[src/logic/dimc_pkg.sv]
// Package: register map, fields and reset values of the DMA interrupt mask block
package dimc_pkg;
  localparam int unsigned NUM_CH = 3;
  localparam logic [11:0] SRC_MASK_LO_OFS  = 12'h320;
  localparam logic [11:0] SRC_MASK_HI_OFS  = 12'h324;
  localparam logic [11:0] DST_MASK_LO_OFS  = 12'h328;
  localparam logic [11:0] DST_MASK_HI_OFS  = 12'h32C;
  localparam logic [11:0] FLT_MASK_LO_OFS  = 12'h330;
  localparam logic [11:0] FLT_MASK_HI_OFS  = 12'h334;
  localparam logic [11:0] XFER_CLR_LO_OFS  = 12'h338;
  localparam logic [11:0] XFER_CLR_HI_OFS  = 12'h33C;
  localparam logic [11:0] COMB_STAT_LO_OFS = 12'h360;
  localparam logic [11:0] COMB_STAT_HI_OFS = 12'h364;
  localparam int unsigned MASK_LSB    = 0;
  localparam int unsigned MASK_WE_LSB = 8;
  localparam int unsigned COMB_XFER_BIT  = 0;
  localparam int unsigned COMB_SRC_BIT   = 2;
  localparam int unsigned COMB_DST_BIT   = 3;
  localparam int unsigned COMB_FAULT_BIT = 4;
  localparam logic [2:0]  MASK_RESET   = 3'h0;
  localparam logic [2:0]  STATUS_RESET = 3'h0;
  localparam logic [31:0] WORD_ZERO    = 32'h0000_0000;
  localparam logic [1:0]  HTRANS_NONSEQ = 2'h2;
  localparam logic [1:0]  HTRANS_SEQ    = 2'h3;
  localparam logic        HRESP_OKAY    = 1'h0;
endpackage
[src/logic/dimc_irq_mask.sv]
// DMA interrupt masks, transfer-complete clear and combined status over AHB-Lite
//
// Function
// - Mask registers carry three write-enable bits
// - Source-done mask: three bits, 1 passes
// - Destination-done mask: same polarity and gating
// - Fault mask: three bits, enables above
// - All masks reset to zero
// - Clear register acts on transfer-complete status
// - Reserved bits read zero, ignore writes
// - Combined status ORs each type's bits
`timescale 1ns/100ps
module dimc_irq_mask #(
  parameter int unsigned CH = dimc_pkg::NUM_CH
) (
  input  wire logic          clock,
  input  wire logic          rst,
  input  wire logic          hsel,
  input  wire logic [11:0]   haddr,
  input  wire logic [1:0]    htrans,
  input  wire logic          hwrite,
  input  wire logic [2:0]    hsize,
  input  wire logic [31:0]   hwdata,
  input  wire logic          hready,
  output logic      [31:0]   hrdata,
  output logic               hreadyout,
  output logic               hresp,
  input  wire logic [CH-1:0] xfer_done_evt,
  input  wire logic [CH-1:0] src_done_status,
  input  wire logic [CH-1:0] dst_done_status,
  input  wire logic [CH-1:0] fault_status_bits,
  output logic      [CH-1:0] xfer_done_status,
  output logic      [CH-1:0] src_done_mask,
  output logic      [CH-1:0] dst_done_mask,
  output logic      [CH-1:0] fault_mask,
  output logic               src_done_irq,
  output logic               dst_done_irq,
  output logic               fault_irq,
  output logic               xfer_done_irq
);
  logic          addr_ph;
  logic          wr_ph_d;
  logic          wr_ph_q;
  logic [11:0]   waddr_d;
  logic [11:0]   waddr_q;
  logic [CH-1:0] src_mask_d;
  logic [CH-1:0] dst_mask_d;
  logic [CH-1:0] flt_mask_d;
  logic [CH-1:0] xfer_st_d;
  logic [CH-1:0] xfer_st_q;
  logic [CH-1:0] clr_bits;
  logic [31:0]   rdata_d;
  logic [31:0]   rdata_q;
  logic          wr_src;
  logic          wr_dst;
  logic          wr_flt;
  logic          wr_clr;

  assign addr_ph = hsel && hready &&
                   (htrans == dimc_pkg::HTRANS_NONSEQ || htrans == dimc_pkg::HTRANS_SEQ);

  // Write data arrives one cycle after its address
  always_comb begin
    wr_ph_d = addr_ph && hwrite;
    waddr_d = addr_ph ? haddr : waddr_q;
  end

  always_ff @(posedge clock) begin
    if (rst) begin
      wr_ph_q <= 1'b0;
      waddr_q <= 12'h000;
    end else begin
      wr_ph_q <= wr_ph_d;
      waddr_q <= waddr_d;
    end
  end

  assign wr_src = wr_ph_q && (waddr_q == dimc_pkg::SRC_MASK_LO_OFS);
  assign wr_dst = wr_ph_q && (waddr_q == dimc_pkg::DST_MASK_LO_OFS);
  assign wr_flt = wr_ph_q && (waddr_q == dimc_pkg::FLT_MASK_LO_OFS);
  assign wr_clr = wr_ph_q && (waddr_q == dimc_pkg::XFER_CLR_LO_OFS);

  dimc_mask_reg #(.CH(CH)) u_src_mask (
    .clock      (clock),
    .rst        (rst),
    .wr_hit     (wr_src),
    .wr_mask    (hwdata[dimc_pkg::MASK_LSB +: CH]),
    .wr_en_bits (hwdata[dimc_pkg::MASK_WE_LSB +: CH]),
    .mask_d     (src_mask_d),
    .mask_q     (src_done_mask)
  );

  dimc_mask_reg #(.CH(CH)) u_dst_mask (
    .clock      (clock),
    .rst        (rst),
    .wr_hit     (wr_dst),
    .wr_mask    (hwdata[dimc_pkg::MASK_LSB +: CH]),
    .wr_en_bits (hwdata[dimc_pkg::MASK_WE_LSB +: CH]),
    .mask_d     (dst_mask_d),
    .mask_q     (dst_done_mask)
  );

  dimc_mask_reg #(.CH(CH)) u_flt_mask (
    .clock      (clock),
    .rst        (rst),
    .wr_hit     (wr_flt),
    .wr_mask    (hwdata[dimc_pkg::MASK_LSB +: CH]),
    .wr_en_bits (hwdata[dimc_pkg::MASK_WE_LSB +: CH]),
    .mask_d     (flt_mask_d),
    .mask_q     (fault_mask)
  );

  assign clr_bits = wr_clr ? hwdata[CH-1:0] : '0;

  always_comb begin
    xfer_st_d = (xfer_st_q & ~clr_bits) | xfer_done_evt;
  end

  always_ff @(posedge clock) begin
    if (rst) begin
      xfer_st_q <= dimc_pkg::STATUS_RESET;
    end else begin
      xfer_st_q <= xfer_st_d;
    end
  end

  assign xfer_done_status = xfer_st_q;

  // Read data from next-state values so a write just before reads back
  always_comb begin
    rdata_d = dimc_pkg::WORD_ZERO;
    if (addr_ph && !hwrite) begin
      case (haddr)
        dimc_pkg::SRC_MASK_LO_OFS: begin
          rdata_d[CH-1:0] = src_mask_d;
        end
        dimc_pkg::DST_MASK_LO_OFS: begin
          rdata_d[CH-1:0] = dst_mask_d;
        end
        dimc_pkg::FLT_MASK_LO_OFS: begin
          rdata_d[CH-1:0] = flt_mask_d;
        end
        dimc_pkg::COMB_STAT_LO_OFS: begin
          rdata_d[dimc_pkg::COMB_XFER_BIT]  = |xfer_st_d;
          rdata_d[dimc_pkg::COMB_SRC_BIT]   = |src_done_status;
          rdata_d[dimc_pkg::COMB_DST_BIT]   = |dst_done_status;
          rdata_d[dimc_pkg::COMB_FAULT_BIT] = |fault_status_bits;
        end
        default: begin
          rdata_d = dimc_pkg::WORD_ZERO;
        end
      endcase
    end
  end

  always_ff @(posedge clock) begin
    if (rst) begin
      rdata_q <= dimc_pkg::WORD_ZERO;
    end else begin
      rdata_q <= rdata_d;
    end
  end

  assign hrdata    = rdata_q;
  assign hreadyout = 1'b1;
  assign hresp     = dimc_pkg::HRESP_OKAY;

  assign src_done_irq  = |(src_done_status & src_done_mask);
  assign dst_done_irq  = |(dst_done_status & dst_done_mask);
  assign fault_irq     = |(fault_status_bits & fault_mask);
  assign xfer_done_irq = |xfer_st_q;
endmodule // dimc_irq_mask

[src/logic/dimc_mask_reg.sv]
// Mask register with per-channel write enables
`timescale 1ns/100ps
module dimc_mask_reg #(
  parameter int unsigned CH = 3
) (
  input  wire logic          clock,
  input  wire logic          rst,
  input  wire logic          wr_hit,
  input  wire logic [CH-1:0] wr_mask,
  input  wire logic [CH-1:0] wr_en_bits,
  output logic      [CH-1:0] mask_d,
  output logic      [CH-1:0] mask_q
);
  always_comb begin
    mask_d = mask_q;
    if (wr_hit) begin
      mask_d = (mask_q & ~wr_en_bits) | (wr_mask & wr_en_bits);
    end
  end

  always_ff @(posedge clock) begin
    if (rst) begin
      mask_q <= CH'(dimc_pkg::MASK_RESET);
    end else begin
      mask_q <= mask_d;
    end
  end
endmodule // dimc_mask_reg

[config.mk]
export PLATFORM = sky130hd
export DESIGN_NAME = dimc_irq_mask
export DESIGN_NICKNAME = d
export VERILOG_FILES = /design/src/logic/dimc_pkg.sv /design/src/logic/dimc_irq_mask.sv /design/src/logic/dimc_mask_reg.sv
export SDC_FILE = /design/constraint.sdc
export NUM_CORES = 1
export LEC_CHECK = 0
export BUFFER_PORTS_ARGS = -buffer_cell sky130_fd_sc_hd__buf_4
export CELL_PAD_IN_SITES_DETAIL_PLACEMENT = 0
export CELL_PAD_IN_SITES_GLOBAL_PLACEMENT = 1
export CORE_MARGIN = 10
export CORE_UTILIZATION = 28
export CTS_BUF_LIST = sky130_fd_sc_hd__clkbuf_4 sky130_fd_sc_hd__clkbuf_8
export DETAILED_ROUTE_END_ITERATION = 12
export HOLD_SLACK_MARGIN = 0.06
export MAX_ROUTING_LAYER = met4
export PLACE_DENSITY_LB_ADDON = 0.1
export SYNTH_ARGS = -nofsm -noshare
export SYNTH_HDL_FRONTEND = slang
export SYNTH_HIERARCHICAL = 1
export SYNTH_SLANG_ARGS = --single-unit
export TNS_END_PERCENT = 100
[constraint.sdc]
create_clock -name clock -period 2.3 [get_ports clock]
set_input_delay 0.69 -clock clock [delete_from_list [all_inputs] [get_ports clock]]
set_output_delay 0.69 -clock clock [all_outputs]
set_load 0.005 [all_outputs]
Word-level counts from Yosys, hierarchy flattened
Index checks and enable logic that the tools add are counted.
- register bits after elaboration: 57
- output and inout port bits: 50
- equality and inequality tests: 10
- muxes and demuxes: 7
- bitwise logic cells: 16
- reduce and logical (&&, ||, !) cells: 20
- operator list (kind ; number):
    equality test 12 x 10 -> 1 bit (second input constant) ; 8
    OR reduction 3 bit ; 9
    AND 3 bit ; 8
    2-to-1 mux 3 bit ; 4
    bitwise OR 3 bit ; 4
    logical AND 1 bit ; 8
    one-hot mux 1 bit (4 select lines) ; 2
    NOT 3 bit ; 2
    equality test 2 bit (second input constant) ; 2
    one-hot mux 1 bit (3 select lines) ; 1
    NOT 1 bit ; 2
    OR reduction 2 bit ; 1
    zero test 1 bit ; 1
    logical OR 1 bit ; 1

Depth between registers and ports, before layout
- depth in word-level cells: 8
- depth in mapped cells: 9
- mapped depth without buffers: 9

Hierarchy
The synthesis kept the hierarchy.
- by module, submodules not included (module ; instances ; cells each ; area an instance (µm²) ; seq. area each (µm²)):
    dimc_irq_mask ; 1 ; 156 ; 1223.7 ; 420.4
    dimc_mask_reg ; 3 ; 15 ; 131.4 ; 60.1

Worst setup path before layout
No wires, ideal clock.
- kind: input port to flip-flop
- start: input port haddr[0]
- end: register rdata_q[0] (netlist: hrdata[0])
- data arrival time: 2003 ps
- required time: 2230 ps
- path slack: 227 ps
- stages: 5
- path buffers: 0
- cell sequence: or3_1 -> or4_4 -> nor4b_4 -> o41ai_1 -> a21oi_1
- cells in the longest elaborated chain, start to end: 2
- elaborated cells between the ends (all ways): 5
- classes of those cells: 4 x eq/ne; 1 x mux
- ends and longest elaborated chain (element ; RTL line ; RTL):
    start, declared ; dimc_irq_mask.sv:19 ; input wire logic [11:0] haddr,
    equality test 12 x 10 -> 1 bit ; dimc_irq_mask.sv:133 ; case (haddr)
    one-hot mux 1 bit (4 select lines) * ; dimc_irq_mask.sv:133 ;
    end signal, assigned ; dimc_irq_mask.sv:158 ; rdata_q <= dimc_pkg::WORD_ZERO;
    end signal, assigned ; dimc_irq_mask.sv:160 ; rdata_q <= rdata_d;
    end, declared ; dimc_irq_mask.sv:53 ; logic [31:0] rdata_q;
Mark *: on every way between the ends. The rest lies on a longest branch, timed or not.
A chain may end at the register's enable or synchronous reset.

Worst setup path in the final report
Same ends and word-level chain as after synthesis.

==> reports/qor.yml <==
ys_top_cells_by_area: "dfxtp_1 (37%), buf_4 (13%), nand2_1 (9.7%), a21oi_1 (7.7%), a21bo_1 (3.7%)"
die_y_um: 96.0
grt_util_all_layers_pct: 10.8
gp_congestion: 0.798
grt_setup_unrepaired: "no"
count_of_final_hold_check_violations: 0
cpPeakStageDelay_ns: 0.47
worst_setup_path_endpoint: "hrdata[0]"
path_class: "primary input to flop"
cts_root_buffer: "clkbuf_8"
grt_remaining_overflow: 0
worst_setup_path_end_kind: "flop"
die_area_mm2: 0.00922
via_count_of_the_first_global_routing_pass: 1552
power.static_leakage_nw: 0.985
ys_seq_elements: 30
post_synth_num_cell_types: 33
crit_path_cell_trace: "buf_4, or3_1, or4_4, nor4b_4, o41ai_1, a21oi_1"
net_count_final: 328
grt_antenna_before_repair: 0
floorplan.io_pins: 116
cts.clk_slew.worst_paths_ns: 0.07
synth_enable_flop_cells: 0
crit-reg2reg-capture: "hrdata[0]"
die_width_um: 96.0
startpoint_type: "primary input"
instances_no_fill: 335
sequential_area_share_after_synthesis_pct: 37.1
asr_flop_ratio_synth_pct: 0
timing.final.max_slew_violations: 0
postSynth.topFlopCell: "dfxtp_1"
startpoint: "haddr[0]"
yosysWarningCount: 6
timing.max_cap.violations: 0
core_mm2: 0.00554
detailroute.via_count: 1498
final_core_util_pct: 38.7
use_met1_pct: 13.8
drc: 0
detailedRoute.firstIterationViolations: 53
r2r_cells: 10
place.detailed.hpwl_um: 3980
routed_wl_um: 4930
post_route_cells_drive_above_1_share_pct: 28.9
antenna_diode_count: 0
synth.top_cell.area_share_pct: 37.1
met3_usage_pct: 2.72
crit_arrival_ns: 2.34
achievable-frequency_mhz: 469
globalRouteMet2Util_pct: 15.9
worst_path_dominant_cell_family: "simple AND/OR/NAND/NOR gates"
h-tree-depth: 2
crit_path_max_fanout: 3
final_cell_area_mm2: 0.00214
fill_cells: 584
synthToLayoutAreaGrowth_pct: 32.6
grt.busiest_layer: "met2"
core.rowCount: 27
syn-mean-instance-area_um2: 8.05
avgViaCountPerCell: 4.47
crit_required_ns: 2.51
dominant_cell_type_by_area_after_synthesis: "dfxtp_1"
dr.pass1.iters: 4
grt_first_pass_wirelength_um: 7530
postCtsSetupBuffers: 0
critical_path_cell_count: 6
route.detailed.wl_per_inst_um: 14.7
setup_slack_on_the_worst_flop_to_flop_path_ns: 0.22
cts.sinks: 30
port_buffers: 56
clock_skew_ns: 0.00562
slowest_stage: "or4_4"
layout.cells.most_common_list: "buf_4 (61), nand2_1 (42), dfxtp_1 (30)"
synth_cells: 201
reg2reg_from: "waddr_q[10]"
syn_area_mm2: 0.00162
run_status: "finished clean"
initial_util_pct: 29.2
final_min_period_over_clock_period_pct: 92.7
irDropWorstVdd_mv: 0.194
layout_commonest_cell: "buf_4"
clock_tree_from_tritoncts: "done"
min-delay-path-class: "flop to flop"
clk_latency_ns: 0.28
cts_inserted_buffers: 5
combined_buffer_and_inverter_count_along_the_critical_path: 1
dp_cells: 327
ctsLongestPathBuffers: 2
grt_start_max_net_pins: 26
clock_period_minus_worst_slack_ns: 2.13
placed_cell_area_mm2: 0.00203
setup_viol_count_final: 0
power_per_cell_area_mw_per_mm2: 556
route.antenna.remaining_nets: 0
how the worst min path moves through the flow:
stage / from / to / slack (ns) / cells after the start
finish: waddr_q[7] / waddr_q[7] / 0.46 / 2
global route: waddr_q[7] / waddr_q[7] / 0.48 / 2
CTS: waddr_q[7] / waddr_q[7] / 0.46 / 2
detailed placement: waddr_q[10] / waddr_q[10] / 0.45 / 2
global placement: waddr_q[6] / waddr_q[6] / 0.45 / 2
floorplan: waddr_q[9] / waddr_q[9] / 0.43 / 2
final cells by class:
class                      instances  area (um^2)  share of cell area [%]
multi-input combinational        160          872                    40.7
timing repair buffer              61          458                    21.4
inverter                           4         15.0                   0.700
sequential                        30          601                    28.0
clock buffer                       5         68.8                    3.21
tap                               72         90.1                    4.20
clock inverter                     3         40.0                    1.87
where the power goes:
group,switching (mW),total (mW),leakage (nW),internal [mW]
Clock,0.205,0.524,0.0579,0.318
Combinational,0.0669,0.130,0.683,0.0635
Sequential,0.00771,0.538,0.243,0.530
Yosys cell counts (3+ instances only):
library cell and number:
nand2_1 42, dfxtp_1 30, buf_4 29, a21oi_1 25, nand3_1 10, nor2_1 7, a21bo_1 6, nor3_1 6
clkbuf_1 4, inv_1 4, a21bo_2 3, a222oi_1 3, mux2i_1 3, nor2b_1 3, o21ai_0 3
routing by layer:
| layer | vias up | share of wire, % |
|---|---|---|
| met2 | 58 | 43 |
| met1 | 669 | 49 |
| met3 | 6 | 6.4 |
| li1 | 765 | - |
| met5 | - | 0 |
| met4 | 0 | 1.6 |
flip-flops by register name, indices dropped and copies added (netlist names):
register	cells
wr_ph_q	1
hrdata	5
xfer_done_status	3
u_dst_mask/mask_q	3
u_flt_mask/mask_q	3
u_src_mask/mask_q	3
waddr_q	12
cell families (layout without fill, tap and decap cells):
family	Yosys count	count (layout)	synth area share, %
and+or+nand+nor	83	83	26.1
muxes	3	3	1.86
buffers and inverters	38	73	15.6
DFF	30	30	37.1
AOI/OAI and AO/OA	44	44	18.3
other	2	29	0.464
adders and majority gates	1	1	0.619
per-stage QoR:
stage                     setup slack, ns  TNS, ns  total power, mW  hold WS, ns
after floorplan                     0.227        0            0.630        0.431
after global placement             -0.155   -0.366            0.679        0.449
after detailed placement           -0.135   -0.408            0.679        0.451
after CTS                           0.152        0             1.21        0.461
after global routing              0.00363        0             1.25        0.480
final                               0.168        0             1.19        0.456
tightest hold or removal path: cells and delay by family (launching register included):
kind / cells / cell delay (ns)
compound gates: 1 / 0.05
flops: 1 / 0.31
simple gates: 1 / 0.05
timing repair:
action	4_1_cts	5_1_grt
gates resized for setup	0	1
endpoints found under the setup margin	0	3
hold buffers	0	0
endpoints found under the hold margin	0	0
No activity file was read; power rests on OpenSTA's default activity.
